**src/verilog/dsmap_defs.svh**
```systemverilog
// Constants of the DS3 to STS-1 envelope mapper and demapper
//
// Behaviour
// - Overhead fills first three columns, 27 bytes
// - Envelope is 87x9 bytes, floats across frames
// - First envelope column is path overhead
// - 59 filler bits per row, ignored
// - 621 DS3 data bits per row
// - One stuff opportunity bit per row
// - Five stuff control bits per row
// - Control all zero: opportunity carries data
// - Control all one: opportunity is junk
// - Two communication bits per row, user visible
// - Pointer bytes locate envelope, flag adjustments
// - Frame is 810 bytes, 9 by 90
// - Bytes sent row by row, leftmost first
// - Nominal rate uses three opportunities per envelope
`ifndef DSMAP_DEFS_SVH
`define DSMAP_DEFS_SVH

// ==========================================================
// Frame geometry
`define DSMAP_LAST_ROW    4'd8
`define DSMAP_LAST_COL    7'd89
`define DSMAP_TOH_COLS    7'd3
`define DSMAP_FIRST_PAY   7'd4
`define DSMAP_SPE_COLS    10'd87
`define DSMAP_SPE_LAST    7'd86
`define DSMAP_ROW_WRAP    4'd6
`define DSMAP_FRAME_BITS  13'd6480
`define DSMAP_FRAME_RATE  8000

// ==========================================================
// Overhead bytes
`define DSMAP_FRAME_ROW   4'd0
`define DSMAP_PTR_ROW     4'd3
`define DSMAP_A1          8'hf6
`define DSMAP_A2          8'h28
`define DSMAP_NDF_NORM    4'h6
`define DSMAP_NDF_SET     4'h9
`define DSMAP_PTR_MAX     10'd782
`define DSMAP_TX_PTR      10'h000
`define DSMAP_POH_BYTE    8'h00

// ==========================================================
// Bit layout of one envelope payload row (688 bits)
`define DSMAP_POS_OH0     10'd0
`define DSMAP_POS_OH1     10'd1
`define DSMAP_POS_C0      10'd2
`define DSMAP_POS_FIX0    10'd7
`define DSMAP_POS_SOPP    10'd66
`define DSMAP_POS_DATA0   10'd67
`define DSMAP_CTRL_MAJ    3'd3

// ==========================================================
// Rate justification
`define DSMAP_FIFO_DEPTH  4
`define DSMAP_STUFF_TH    3'd2

`endif

```
**src/verilog/dsmap_pkg.sv**
```systemverilog
// Types shared by the envelope mapper files
package dsmap_pkg;

  // ==========================================================
  // Bit classes within a frame
  typedef enum logic [6:0] {
    K_TOH  = 7'h01,
    K_POH  = 7'h02,
    K_FIX  = 7'h04,
    K_DATA = 7'h08,
    K_SOPP = 7'h10,
    K_CTRL = 7'h20,
    K_OH   = 7'h40
  } dsmap_kind_e;

  typedef enum logic [1:0] {
    LOCK_LOST = 2'h1,
    LOCK_HELD = 2'h2
  } dsmap_lock_e;

  // ==========================================================
  // Carriers
  typedef struct packed {
    logic [3:0] row;
    logic [6:0] col;
    logic [2:0] bitn;
  } dsmap_pos_s;

  typedef struct packed {
    logic data;
    logic fs;
  } dsmap_line_s;

  typedef struct packed {
    logic       ptr_adj;
    logic       ndf;
    logic       oh_stb;
    logic [1:0] oh;
  } dsmap_rx_evt_s;

  // ==========================================================
  // Whole state of the core except the justification FIFO
  typedef struct packed {
    dsmap_pos_s    tx_pos;
    logic          tx_stuff;
    dsmap_line_s   tx_line;
    logic          tx_under;
    logic [12:0]   chk_cnt;
    logic          chk_seen;
    dsmap_pos_s    rx_pos;
    logic          rx_run;
    logic [7:0]    rx_sh;
    logic [7:0]    rx_h1;
    logic [9:0]    rx_ptr;
    dsmap_lock_e   rx_lock;
    logic          rx_spe_on;
    logic [6:0]    rx_spe_col;
    logic [2:0]    rx_ccnt;
    logic          rx_data;
    logic          rx_valid;
    dsmap_rx_evt_s rx_evt;
  } dsmap_state_s;

endpackage : dsmap_pkg

```
**src/verilog/dsmap_fifo.sv**
```systemverilog
// Small flop FIFO for the DS3 bits awaiting mapping
`timescale 1ns/1ps
module dsmap_fifo #(
  parameter int WIDTH = 1,
  parameter int DEPTH = 4
) (
  // Clock and reset
  input  wire logic                       ref_clk,
  input  wire logic                       sys_rst,
  // Fill side
  input  wire logic                       in_valid,
  output logic                            in_ready,
  input  wire logic [WIDTH-1:0]           in_data,
  // Drain side
  output logic                            out_valid,
  input  wire logic                       out_ready,
  output logic [WIDTH-1:0]                out_data,
  output logic [$clog2(DEPTH):0]          count
);
  localparam int AW = $clog2(DEPTH);

  typedef struct packed {
    logic [DEPTH-1:0][WIDTH-1:0] mem;
    logic [AW-1:0]               rp;
    logic [AW-1:0]               wp;
    logic [AW:0]                 cnt;
  } dsmap_fifo_st_s;

  dsmap_fifo_st_s s_q;
  dsmap_fifo_st_s s_d;
  logic           push;
  logic           pop;

  function automatic logic [AW-1:0] ptr_inc(input logic [AW-1:0] p);
    return (p == AW'(DEPTH - 1)) ? '0 : p + AW'(1);
  endfunction : ptr_inc

  assign in_ready  = (s_q.cnt != (AW + 1)'(DEPTH));
  assign out_valid = (s_q.cnt != '0);
  assign out_data  = s_q.mem[s_q.rp];
  assign count     = s_q.cnt;
  assign push      = in_valid && in_ready;
  assign pop       = out_valid && out_ready;

  always_comb begin
    s_d = s_q;
    if (push) begin
      s_d.mem[s_q.wp] = in_data;
      s_d.wp          = ptr_inc(s_q.wp);
    end
    if (pop) begin
      s_d.rp = ptr_inc(s_q.rp);
    end
    if (push && !pop) begin
      s_d.cnt = s_q.cnt + (AW + 1)'(1);
    end else if (pop && !push) begin
      s_d.cnt = s_q.cnt - (AW + 1)'(1);
    end
  end

  always_ff @(posedge ref_clk) begin
    if (sys_rst) begin
      s_q <= '0;
    end else begin
      s_q <= s_d;
    end
  end

endmodule : dsmap_fifo

```
**src/verilog/dsmap_core.sv**
```systemverilog
// DS3 into STS-1 envelope mapper and demapper, one line bit per clock
`timescale 1ns/1ps
`include "dsmap_defs.svh"
module dsmap_core import dsmap_pkg::*; (
  // Clock and reset
  input  wire logic          ref_clk,
  input  wire logic          sys_rst,
  // DS3 bits to be mapped
  input  wire logic          ds3_tx_data,
  input  wire logic          ds3_tx_valid,
  output logic               ds3_tx_ready,
  input  wire logic [1:0]    tx_oh,
  // STS-1 line
  output dsmap_line_s        sts_tx,
  input  wire dsmap_line_s   sts_rx,
  // Demapped DS3 bits and events
  output logic               ds3_rx_data,
  output logic               ds3_rx_valid,
  output dsmap_rx_evt_s      rx_evt,
  output logic               rx_locked,
  output logic               tx_underrun
);

  // ==========================================================
  // Helpers
  // Named copy of the fixed pointer so its fields can be sliced
  localparam logic [9:0] tx_ptr_fixed = `DSMAP_TX_PTR;

  function automatic dsmap_pos_s pos_next(input dsmap_pos_s p);
    dsmap_pos_s n;
    n = p;
    if (p.bitn != 3'd7) begin
      n.bitn = p.bitn + 3'd1;
    end else begin
      n.bitn = 3'd0;
      if (p.col != `DSMAP_LAST_COL) begin
        n.col = p.col + 7'd1;
      end else begin
        n.col = 7'd0;
        n.row = (p.row == `DSMAP_LAST_ROW) ? 4'd0 : p.row + 4'd1;
      end
    end
    return n;
  endfunction : pos_next

  // Byte index in the envelope capacity, zero just after the third pointer byte
  function automatic logic [9:0] env_index(input dsmap_pos_s p);
    logic [3:0] rr;
    rr = (p.row >= `DSMAP_PTR_ROW) ? p.row - `DSMAP_PTR_ROW : p.row + `DSMAP_ROW_WRAP;
    return 10'(rr) * `DSMAP_SPE_COLS + 10'(p.col) - 10'(`DSMAP_TOH_COLS);
  endfunction : env_index

  function automatic dsmap_kind_e bit_kind(input logic [9:0] pp);
    if (pp < `DSMAP_POS_C0) begin
      return K_OH;
    end else if (pp < `DSMAP_POS_FIX0) begin
      return K_CTRL;
    end else if (pp < `DSMAP_POS_SOPP) begin
      return K_FIX;
    end else if (pp == `DSMAP_POS_SOPP) begin
      return K_SOPP;
    end else begin
      return K_DATA;
    end
  endfunction : bit_kind

  // ==========================================================
  // Justification FIFO
  dsmap_state_s s_q;
  dsmap_state_s s_d;
  logic         fifo_valid;
  logic         fifo_data;
  logic [2:0]   fifo_count;
  logic         tx_pop;

  dsmap_fifo #(
    .WIDTH (1),
    .DEPTH (`DSMAP_FIFO_DEPTH)
  ) u_fifo (
    .ref_clk   (ref_clk),
    .sys_rst   (sys_rst),
    .in_valid  (ds3_tx_valid),
    .in_ready  (ds3_tx_ready),
    .in_data   (ds3_tx_data),
    .out_valid (fifo_valid),
    .out_ready (tx_pop),
    .out_data  (fifo_data),
    .count     (fifo_count)
  );

  // ==========================================================
  // Next state
  dsmap_pos_s  tp;
  dsmap_kind_e tx_kind;
  logic [9:0]  tx_pp;
  logic [7:0]  toh_byte;
  logic        stuff_now;
  logic        need_bit;
  logic        tx_bit;
  dsmap_pos_s  rp;
  logic [7:0]  sh;
  logic [9:0]  rx_ptr_new;
  logic [6:0]  sc;
  logic        spe_on;
  logic [9:0]  rx_pp;
  dsmap_kind_e rx_kind;

  always_comb begin
    s_d = s_q;
    // Transmit frame, pointer fixed so the envelope starts after the third pointer byte
    tp       = s_q.tx_pos;
    tx_pp    = {7'(tp.col - `DSMAP_FIRST_PAY), tp.bitn};
    toh_byte = 8'h00;
    if (tp.col < `DSMAP_TOH_COLS) begin
      tx_kind = K_TOH;
      if (tp.row == `DSMAP_FRAME_ROW && tp.col == 7'd0) begin
        toh_byte = `DSMAP_A1;
      end else if (tp.row == `DSMAP_FRAME_ROW && tp.col == 7'd1) begin
        toh_byte = `DSMAP_A2;
      end else if (tp.row == `DSMAP_PTR_ROW && tp.col == 7'd0) begin
        toh_byte = {`DSMAP_NDF_NORM, 2'b00, tx_ptr_fixed[9:8]};
      end else if (tp.row == `DSMAP_PTR_ROW && tp.col == 7'd1) begin
        toh_byte = tx_ptr_fixed[7:0];
      end
    end else if (tp.col == `DSMAP_TOH_COLS) begin
      tx_kind  = K_POH;
      toh_byte = `DSMAP_POH_BYTE;
    end else begin
      tx_kind = bit_kind(tx_pp);
    end
    // Decide at the first control bit from FIFO fill; keeps long-run rate matched
    stuff_now = s_q.tx_stuff;
    if (tx_kind == K_CTRL && tx_pp == `DSMAP_POS_C0) begin
      stuff_now = (fifo_count < `DSMAP_STUFF_TH);
    end
    s_d.tx_stuff = stuff_now;
    need_bit = (tx_kind == K_DATA) || (tx_kind == K_SOPP && !stuff_now);
    tx_pop   = need_bit && fifo_valid;
    case (tx_kind)
      K_TOH, K_POH: tx_bit = toh_byte[3'd7 - tp.bitn];
      K_CTRL:       tx_bit = stuff_now;
      K_OH:         tx_bit = tx_pp[0] ? tx_oh[0] : tx_oh[1];
      K_DATA:       tx_bit = fifo_valid & fifo_data;
      K_SOPP:       tx_bit = stuff_now ? 1'b0 : (fifo_valid & fifo_data);
      default:      tx_bit = 1'b0;
    endcase
    s_d.tx_pos       = pos_next(tp);
    s_d.tx_line.data = tx_bit;
    s_d.tx_line.fs   = (tp == '0);
    s_d.tx_under     = need_bit && !fifo_valid;
    s_d.chk_cnt      = (tp == '0) ? 13'd0 : s_q.chk_cnt + 13'd1;
    s_d.chk_seen     = s_q.chk_seen | (tp == '0);

    // Receive side, aligned by the framer's frame start
    s_d.rx_valid       = 1'b0;
    s_d.rx_evt.ptr_adj = 1'b0;
    s_d.rx_evt.ndf     = 1'b0;
    s_d.rx_evt.oh_stb  = 1'b0;
    rp         = sts_rx.fs ? '0 : s_q.rx_pos;
    sh         = {s_q.rx_sh[6:0], sts_rx.data};
    rx_ptr_new = {s_q.rx_h1[1:0], sh};
    sc         = s_q.rx_spe_col;
    spe_on     = s_q.rx_spe_on;
    rx_pp      = {7'(sc - 7'd1), rp.bitn};
    rx_kind    = bit_kind(rx_pp);
    if (s_q.rx_run || sts_rx.fs) begin
      s_d.rx_run = 1'b1;
      s_d.rx_pos = pos_next(rp);
      s_d.rx_sh  = sh;
      if (rp.col < `DSMAP_TOH_COLS) begin
        if (rp.bitn == 3'd7 && rp.row == `DSMAP_PTR_ROW && rp.col == 7'd0) begin
          s_d.rx_h1 = sh;
        end else if (rp.bitn == 3'd7 && rp.row == `DSMAP_PTR_ROW && rp.col == 7'd1) begin
          s_d.rx_evt.ndf = (s_q.rx_h1[7:4] == `DSMAP_NDF_SET);
          if (rx_ptr_new <= `DSMAP_PTR_MAX) begin
            s_d.rx_evt.ptr_adj = (s_q.rx_lock == LOCK_HELD) && (rx_ptr_new != s_q.rx_ptr);
            s_d.rx_ptr         = rx_ptr_new;
            s_d.rx_lock        = LOCK_HELD;
          end else begin
            s_d.rx_lock   = LOCK_LOST;
            s_d.rx_spe_on = 1'b0;
          end
        end
      end else begin
        if (rp.bitn == 3'd0) begin
          if (s_q.rx_lock == LOCK_HELD && env_index(rp) == s_q.rx_ptr) begin
            sc     = 7'd0;
            spe_on = 1'b1;
          end else if (sc == `DSMAP_SPE_LAST) begin
            sc = 7'd0;
          end else begin
            sc = sc + 7'd1;
          end
        end
        s_d.rx_spe_col = sc;
        s_d.rx_spe_on  = spe_on;
        rx_pp          = {7'(sc - 7'd1), rp.bitn};
        rx_kind        = bit_kind(rx_pp);
        if (spe_on && sc != 7'd0) begin
          case (rx_kind)
            K_CTRL: begin
              s_d.rx_ccnt = (rx_pp == `DSMAP_POS_C0) ? {2'b00, sts_rx.data}
                                                      : s_q.rx_ccnt + {2'b00, sts_rx.data};
            end
            K_SOPP: begin
              s_d.rx_valid = (s_q.rx_ccnt < `DSMAP_CTRL_MAJ);
              s_d.rx_data  = sts_rx.data;
            end
            K_DATA: begin
              s_d.rx_valid = 1'b1;
              s_d.rx_data  = sts_rx.data;
            end
            K_OH: begin
              if (rx_pp == `DSMAP_POS_OH0) begin
                s_d.rx_evt.oh[1] = sts_rx.data;
              end else begin
                s_d.rx_evt.oh[0] = sts_rx.data;
                s_d.rx_evt.oh_stb = 1'b1;
              end
            end
            default: begin
            end
          endcase
        end
      end
    end
  end

  always_ff @(posedge ref_clk) begin
    if (sys_rst) begin
      s_q         <= '0;
      s_q.rx_lock <= LOCK_LOST;
    end else begin
      s_q <= s_d;
    end
  end

  // ==========================================================
  // Outputs
  assign sts_tx       = s_q.tx_line;
  assign tx_underrun  = s_q.tx_under;
  assign ds3_rx_data  = s_q.rx_data;
  assign ds3_rx_valid = s_q.rx_valid;
  assign rx_evt       = s_q.rx_evt;
  assign rx_locked    = (s_q.rx_lock == LOCK_HELD);
endmodule : dsmap_core

```
**config.mk**
```make
export PLATFORM = sky130hd
export DESIGN_NAME = dsmap_core
export DESIGN_NICKNAME = d
export VERILOG_FILES = /design/src/verilog/dsmap_pkg.sv /design/src/verilog/dsmap_fifo.sv /design/src/verilog/dsmap_core.sv
export VERILOG_INCLUDE_DIRS = /design/src /design/src/verilog
export SDC_FILE = /design/constraint.sdc
export NUM_CORES = 1
export LEC_CHECK = 0
export ABC_AREA = 1
export BUFFER_PORTS_ARGS = -buffer_cell sky130_fd_sc_hd__clkbuf_2
export CAP_MARGIN = 20
export CORE_MARGIN = 2
export CORE_UTILIZATION = 59
export CTS_BUF_LIST = sky130_fd_sc_hd__clkbuf_2
export CTS_CLUSTER_SIZE = 12
export DETAILED_ROUTE_END_ITERATION = 16
export HOLD_SLACK_MARGIN = 0.02
export PLACE_DENSITY = 0.8
export SYNTH_ARGS = -nofsm -noshare
export SYNTH_HDL_FRONTEND = slang
export SYNTH_SLANG_ARGS = --single-unit
```
**constraint.sdc**
```tcl
create_clock -name ref_clk -period 6.95 [get_ports ref_clk]
set_clock_uncertainty 0.2 [all_clocks]
set_input_delay 1.39 -clock ref_clk [delete_from_list [all_inputs] [get_ports ref_clk]]
set_output_delay 1.39 -clock ref_clk [all_outputs]
set_load 0.02 [all_outputs]
```
==> results of run 1 <==
registers in the layout (all words and copies together) (netlist names):
| name | flops |
|---|---|
| sts_tx | 2 |
| u_fifo.count | 3 |
| ds3_rx_data | 1 |
| tx_underrun | 1 |
| rx_ptr_new | 9 |
| s_q | 57 |
| u_fifo.s_q | 8 |
| rx_evt | 5 |
| ds3_rx_valid | 1 |
tightest hold or removal path, stage by stage (launching register included):
cell	delay, ns
dfxtp_1	0.35
inv_1	0.06
a21oi_1	0.06
routing by layer:
layer	vias up	GRT usage	share of wire
li1	3171	-	-
met1	2709	0.346	0.48
met2	140	0.417	0.46
met3	18	0.0391	0.047
met4	0	0.0769	0.015
met5	-	0	0
cell type report:
type,instances,share of cell area
multi-input combinational,686,0.581
sequential,87,0.249
inverter,186,0.0998
timing repair buffer,37,0.0329
tap,140,0.0250
clock buffer,10,0.00716
clock inverter,5,0.00519
power by group:
group | leakage [nW] | switching (mW) | internal [mW] | total, mW
Combinational | 2.59 | 0.107 | 0.0566 | 0.164
Sequential | 0.706 | 0.0109 | 0.513 | 0.523
Clock | 0.0516 | 0.178 | 0.0464 | 0.225
cell families after synthesis:
kind of cell             Yosys count  synth area share
AND/OR/NAND/NOR                  444             0.312
buffers and inverters            209             0.123
AO/OA/AOI/OAI                    154             0.131
flip-flops                        87             0.263
adder cells (fa/ha/maj)           70             0.147
XOR/XNOR                          18            0.0238
stage by stage:
stage	hold slack, ns	worst slack [ns]	power (mW)	setup TNS (ns)
6_report	0.267	0.524	0.912	0
3_5_place_dp	0.247	-0.123	0.696	-0.399
2_1_floorplan	0.229	0.0213	0.659	0
5_1_grt	0.295	0.0555	0.967	0
4_1_cts	0.272	0.495	0.917	0
3_3_place_gp	0.245	0.0375	0.692	0
repair_timing:
action | in CTS | in global routing
hold buffers | 0 | 0
setup buffers | 0 | 0
setup endpoints to repair | 0 | 1
resized for setup | 0 | 2
cells in the final DEF, fill, tap and decap left out, drive strengths merged, types with 4 or more instances in the layout:
cell	instances
nor4	4
buf	18
nor3b	5
dfxtp	87
inv	185
nand4	20
clkbuf	29
nand2	201
fa	13
ha	57
nor2	134
xor2	11
nand3	54
xnor2	7
nor3	20
o21bai	5
a21oi	63
o21ai	65
clkinv	4
worst max path at each step:
stage,start,to,slack [ns]
2_1_floorplan,sts_rx[0],s_q[8]$_SDFFE_PP0P_,0.02
3_3_place_gp,sts_rx[0],s_q[8]$_SDFFE_PP0P_,0.04
3_5_place_dp,sts_rx[0],s_q[8]$_SDFFE_PP0P_,-0.12
4_1_cts,sts_rx[0],s_q[8]$_SDFFE_PP0P_,0.50
5_1_grt,sts_rx[0],s_q[8]$_SDFFE_PP0P_,0.06
6_report,sts_rx[0],s_q[8]$_SDFFE_PP0P_,0.52
==> results.py, run 1 <==
metrics = {
    "min_path": {
        "holdPathEnd": "u_fifo.s_q[7]$_SDFFE_PP0P_",
        "hold_path_startpoint": "u_fifo.s_q[7]$_SDFFE_PP0P_",
        "hold_class": "reg -> reg",
        "whs_path_depth": 2,
    },
    "global_route": {
        "grt.total_usage": 0.255,
        "antenna_found_initial": 0,
        "grt_pass1_wl_um": 24600,
        "grt_overflow": 0,
        "grt_max_degree": 38,
        "grt_pass1_vias": 5568,
    },
    "clocking": {
        "clock_path_buffers": 2,
        "clk_latency_ns": 0.57,
        "cts_tree": "yes",
        "cts.sinks": 87,
        "path_clk_slew_ns": 0.22,
        "htreeDepth": 3,
        "cts_made_buffers": 9,
        "root_buffer": "clkbuf_2",
    },
    "power_and_ir_drop": {
        "p_per_area_nw_per_um2": 130,
        "p_leak_nw": 3.35,
        "peakVddDrop_uv": 105,
    },
    "setup_path": {
        "path_delay_family": "adder cells",
        "startpoint_type": "input port",
        "cp.arrival_ns": 6.68,
        "reg2reg_depth": 40,
        "reg2reg_slack_ns": 1.09,
        "regToRegEndpoint": "s_q[8]$_SDFFE_PP0P_",
        "critPathSlowestCell": "fa_1",
        "rr_startpoint": "s_q[59]$_SDFFE_PP0N_",
        "endpoint_kind": "flip-flop",
        "critPathMaxStageDelay_ns": 0.52,
        "cp.required_ns": 7.20,
        "crit_cells": 40,
        "path_max_fanout": 6,
        "critPathBufInv": 10,
        "crit_type": "in -> reg",
    },
    "synth": {
        "synth_edf_count": 0,
        "synth-main-ff-cell": "dfxtp_1",
        "synth-seq-cells": 87,
        "yosys-top-cells-area": "dfxtp_1 (26%), ha_1 (11%), nand2_1 (11%), inv_1 (10%), nor2_1 (6.9%)",
        "synth_top_area_frac": 0.263,
        "yosysUniqueCellTypes": 51,
        "yosysWarnings": 0,
        "yosys-top-cells-count": "nand2_1 (187), inv_1 (176), nor2_1 (121)",
        "avgSynthCellArea_um2": 6.74,
        "syn_inst": 982,
        "syn_area_um2": 6620,
        "synth_nets": 1060,
        "async_flop_share": 0,
        "synthMostInstantiatedCell": "nand2_1",
        "ys_seq_area_frac": 0.263,
        "synth.largest_area_cell": "dfxtp_1",
    },
    "floorplan": {
        "initial_utilization": 0.608,
        "core_area_um2": 10900,
        "rows": 38,
        "die_w_um": 110,
        "die_y_um": 110,
        "die-area_um2": 12100,
        "io_pins": 20,
    },
    "timing": {
        "fmax_mhz": 156,
        "setup_viol": 0,
        "timing.final.crit_period_ns": 6.43,
        "period_share": 0.925,
        "hold_viol_final": 0,
        "slew_viol_final": 0,
        "tightest_slew_ns": 0.844,
        "relSlewSlack": 0.437,
        "rsz0062_at_grt": "no",
    },
    "route": {
        "ant_nets": 0,
        "vias": 6038,
        "vias_per_cell": 5.25,
        "wl_per_cell_um": 12.3,
        "first_pass_iters": 5,
        "drc_errors": 0,
        "wl_um": 14200,
        "drt_iter0_markers": 588,
    },
    "placed_design": {
        "io_buffers": 19,
        "dp.final_hpwl_um": 11100,
        "gp_congestion": 0.937,
        "placed_cell_area_um2": 6900,
        "placedCellCount": 1136,
    },
    "cells_and_area": {
        "fill_cells": 1048,
        "stdcell_count": 1151,
        "area_growth_pct": 5.71,
        "multi_input_area_um2": 4060,
        "drive_above_1_share": 0.108,
        "final_util": 0.642,
        "n_antenna_cell": 0,
        "nets": 1085,
        "seq_area_um2": 1740,
        "final_area_um2": 6990,
    },
    "outcome": {
        "outcome": "finished clean",
    },
    "job": {
        "maxCapViolations": 0,
    },
}
Note: power is estimated with default switching activity, not from simulation.
==> inputs of run 2 (changes only) <==
Settings changed: ABC_AREA 1 to unset, BUFFER_PORTS_ARGS -buffer_cell sky130_fd_sc_hd__clkbuf_2 to unset, CORE_UTILIZATION 59 to 60, DONT_BUFFER_PORTS set to 1.
Clock period 6.95 ns to 5.5 ns, I/O delays scaled along.
==> results.py, run 2 <==
metrics = {
    "setup_path": {
        "critPathSlowestCell": "fa_1",
        "rr_startpoint": "s_q[59]$_SDFFE_PP0N_",
        "startpoint": "sts_rx[0]",
        "endpoint_kind": "flip-flop",
        "cp.arrival_ns": 6.44,
        "crit_type": "in -> reg",
        "path_delay_family": "adder cells",
        "critPathBufInv": 4,
        "critPathMaxStageDelay_ns": 0.53,
        "path_max_fanout": 34,
        "reg2reg_slack_ns": -0.60,
        "cp.required_ns": 5.77,
        "cp_cell_sequence": "nand2b_4, ha_4, a211o_4, fa_1, ha_1, inv_1, fa_1, inv_1, ha_2, inv_2, fa_2, xnor2_1, nor2_1, o2111ai_2, o31a_1, a22oi_2, buf_4, ha_4, or3_4, o32a_1, o221ai_2, o21ai_1, and3_1",
        "startpoint_type": "input port",
    },
    "timing": {
        "setup_slack_ns": -0.678,
        "period_share": 1.12,
        "setup_viol": 8,
        "fmax_mhz": 162,
        "rsz0062_at_grt": "yes",
        "slew_viol_final": 0,
        "hold_viol_final": 0,
        "tightest_slew_ns": 0.999,
        "relSlewSlack": 0.332,
        "timing.final.crit_period_ns": 6.18,
    },
    "floorplan": {
        "core_area_um2": 10200,
        "io_pins": 20,
        "initial_utilization": 0.613,
        "die_y_um": 106,
        "die-area_um2": 11300,
        "rows": 37,
        "die_w_um": 106,
    },
    "placed_design": {
        "dp.final_hpwl_um": 10800,
        "placed_cell_area_um2": 6930,
        "io_buffers": 0,
        "placedCellCount": 933,
        "gp_congestion": 0.860,
        "dp_slack_ns": -1.46,
    },
    "power_and_ir_drop": {
        "p_per_area_nw_per_um2": 155,
        "p_leak_nw": 3.02,
        "peakVddDrop_uv": 148,
    },
    "synth": {
        "synth.largest_area_cell": "dfxtp_1",
        "avgSynthCellArea_um2": 8.17,
        "yosys-top-cells-area": "dfxtp_1 (28%), ha_1 (11%), nor2_1 (5.1%), nand2_1 (4.4%), a21oi_1 (4.3%)",
        "syn_inst": 768,
        "synth_nets": 846,
        "synth_top_area_frac": 0.278,
        "async_flop_share": 0,
        "synth_edf_count": 0,
        "yosysWarnings": 0,
        "synth-seq-cells": 87,
        "ys_seq_area_frac": 0.278,
        "yosysUniqueCellTypes": 72,
        "syn_area_um2": 6280,
        "yosys-top-cells-count": "dfxtp_1 (87), nor2_1 (86), nand2_1 (73)",
        "synth-main-ff-cell": "dfxtp_1",
        "synthMostInstantiatedCell": "dfxtp_1",
    },
    "cells_and_area": {
        "regMostFlops": "s_q",
        "final_util": 0.711,
        "drive_above_1_share": 0.191,
        "biggestRegsByFlops": "s_q: 57 flops, rx_ptr_new: 9 flops, u_fifo.s_q: 8 flops",
        "stdcell_count": 961,
        "largest_register_ffs": 57,
        "final_area_um2": 7270,
        "nets": 898,
        "area_growth_pct": 15.9,
        "layout_common_cells": "dfxtp_1 (84), nor2_1 (82), buf_4 (78)",
        "final_common_cell": "dfxtp_1",
    },
    "route": {
        "vias": 5674,
        "wl_per_cell_um": 15.5,
        "drt_iter0_markers": 420,
        "first_pass_iters": 7,
        "drc_errors": 0,
        "wl_um": 14900,
        "ant_nets": 0,
        "vias_per_cell": 5.90,
    },
    "clocking": {
        "clk_latency_ns": 0.55,
        "cts_tree": "yes",
        "cts_made_buffers": 9,
        "hold_buffers": 0,
        "clock_path_buffers": 2,
        "htreeDepth": 3,
        "path_clk_slew_ns": 0.23,
        "cts.sinks": 87,
        "root_buffer": "clkbuf_2",
    },
    "global_route": {
        "grt_max_degree": 72,
        "grt_pass1_vias": 5487,
        "grt_pass1_wl_um": 24900,
        "antenna_found_initial": 1,
        "grt_overflow": 0,
        "grt.total_usage": 0.269,
    },
    "outcome": {
        "violations": "setup timing",
        "outcome": "complete, but fails checks",
    },
    "min_path": {
        "hold_class": "reg -> reg",
        "hold_path_startpoint": "s_q[18]$_SDFFE_PP1P_",
    },
    "job": {
        "maxCapViolations": 0,
    },
}
==> run 2: changes by cell type in the layout (fill, tap and decap cells not counted), moves of 11 or more <==
cell      previous run  this run
a21oi_1             61        50
buf_4               18        78
clkbuf_2            29        10
inv_1              176        54
mux2i_1              0        23
nand2_1            187        72
nand2_2             14         1
nand3_1             45        23
nor2_1             120        82
nor2b_1              0        15
o21ai_0             59        18
xnor2_1              7        19
==> run 2: final cells by class <==
type	count	area [um^2]
inverter	58	218
sequential	87	1750
tap	136	170
fill	742	2960
timing repair buffer	80	617
clock buffer	10	50.0
antenna	1	2.50
clock inverter	5	50.0
multi-input combinational	584	4420
==> run 2: stage by stage <==
| stage | TNS (ns) | total power, mW | hold WS [ns] |
|---|---|---|---|
| 2_1_floorplan | -12.04 | 0.790 | 0.215 |
| 3_3_place_gp | -10.17 | 0.799 | 0.226 |
| 3_5_place_dp | -13.72 | 0.810 | 0.236 |
| 4_1_cts | -4.48 | 1.13 | 0.260 |
| 5_1_grt | -6.88 | 1.18 | 0.276 |
| 6_report | -4.74 | 1.13 | 0.257 |
==> run 2: worst reg2reg max path: stages (launching register included) <==
cell and delay (ns):
dfxtp_4 0.41, buf_12 0.12, or3_1 0.34, a211o_4 0.34
fa_1 0.44, ha_1 0.28, inv_1 0.05, fa_1 0.53
inv_1 0.05, ha_2 0.18, inv_2 0.05, fa_2 0.44
xnor2_1 0.14, nor2_1 0.20, o2111ai_2 0.16, o31a_1 0.36
a22oi_2 0.16, buf_4 0.17, ha_4 0.19, or3_4 0.38
o32a_1 0.32, o221ai_2 0.21, o21ai_1 0.10, and3_1 0.19
==> run 2: routing by layer <==
| metal | routed length, um | vias to the layer above | GRT usage |
|---|---|---|---|
| met5 | 0 | - | 0 |
| met4 | 248 | 0 | 0.0818 |
| met3 | 581 | 27 | 0.0343 |
| met2 | 7470 | 152 | 0.484 |
| met1 | 6570 | 2724 | 0.334 |
| li1 | - | 2771 | - |
==> run 2: path summary, 6_finish.rpt <==
path                                                 to  cells after the start
worst max register to register  ds3_rx_valid$_SDFF_PP0_                     23
worst min-delay path               s_q[18]$_SDFFE_PP1P_                      2
worst min register to register     s_q[18]$_SDFFE_PP1P_                      2
worst max-delay path            ds3_rx_valid$_SDFF_PP0_                     23
==> run 2: power breakdown <==
group,internal (mW),switching [mW]
Clock,0.101,0.210
Sequential,0.646,0.0222
Combinational,0.0643,0.0823
Total,0.811,0.315
==> run 2: what timing repair did <==
item                       4_1_cts  5_1_grt
buffers inserted                 6        6
pin swaps                       16       15
setup endpoints to repair        8        9
gates resized for setup         14       19
gates cloned                     0        0
==> run 2: logic make-up (layout without fill, tap and decap cells) <==
family | after synthesis | in the layout | share of synthesized area
simple gates | 294 | 294 | 0.231
compound gates | 156 | 156 | 0.175
mux | 27 | 27 | 0.0457
flops | 87 | 87 | 0.278
fa+ha+maj | 70 | 70 | 0.155
buf+inv | 97 | 153 | 0.0622
other cells | 0 | 1 | 0
xor+xnor | 37 | 37 | 0.0528
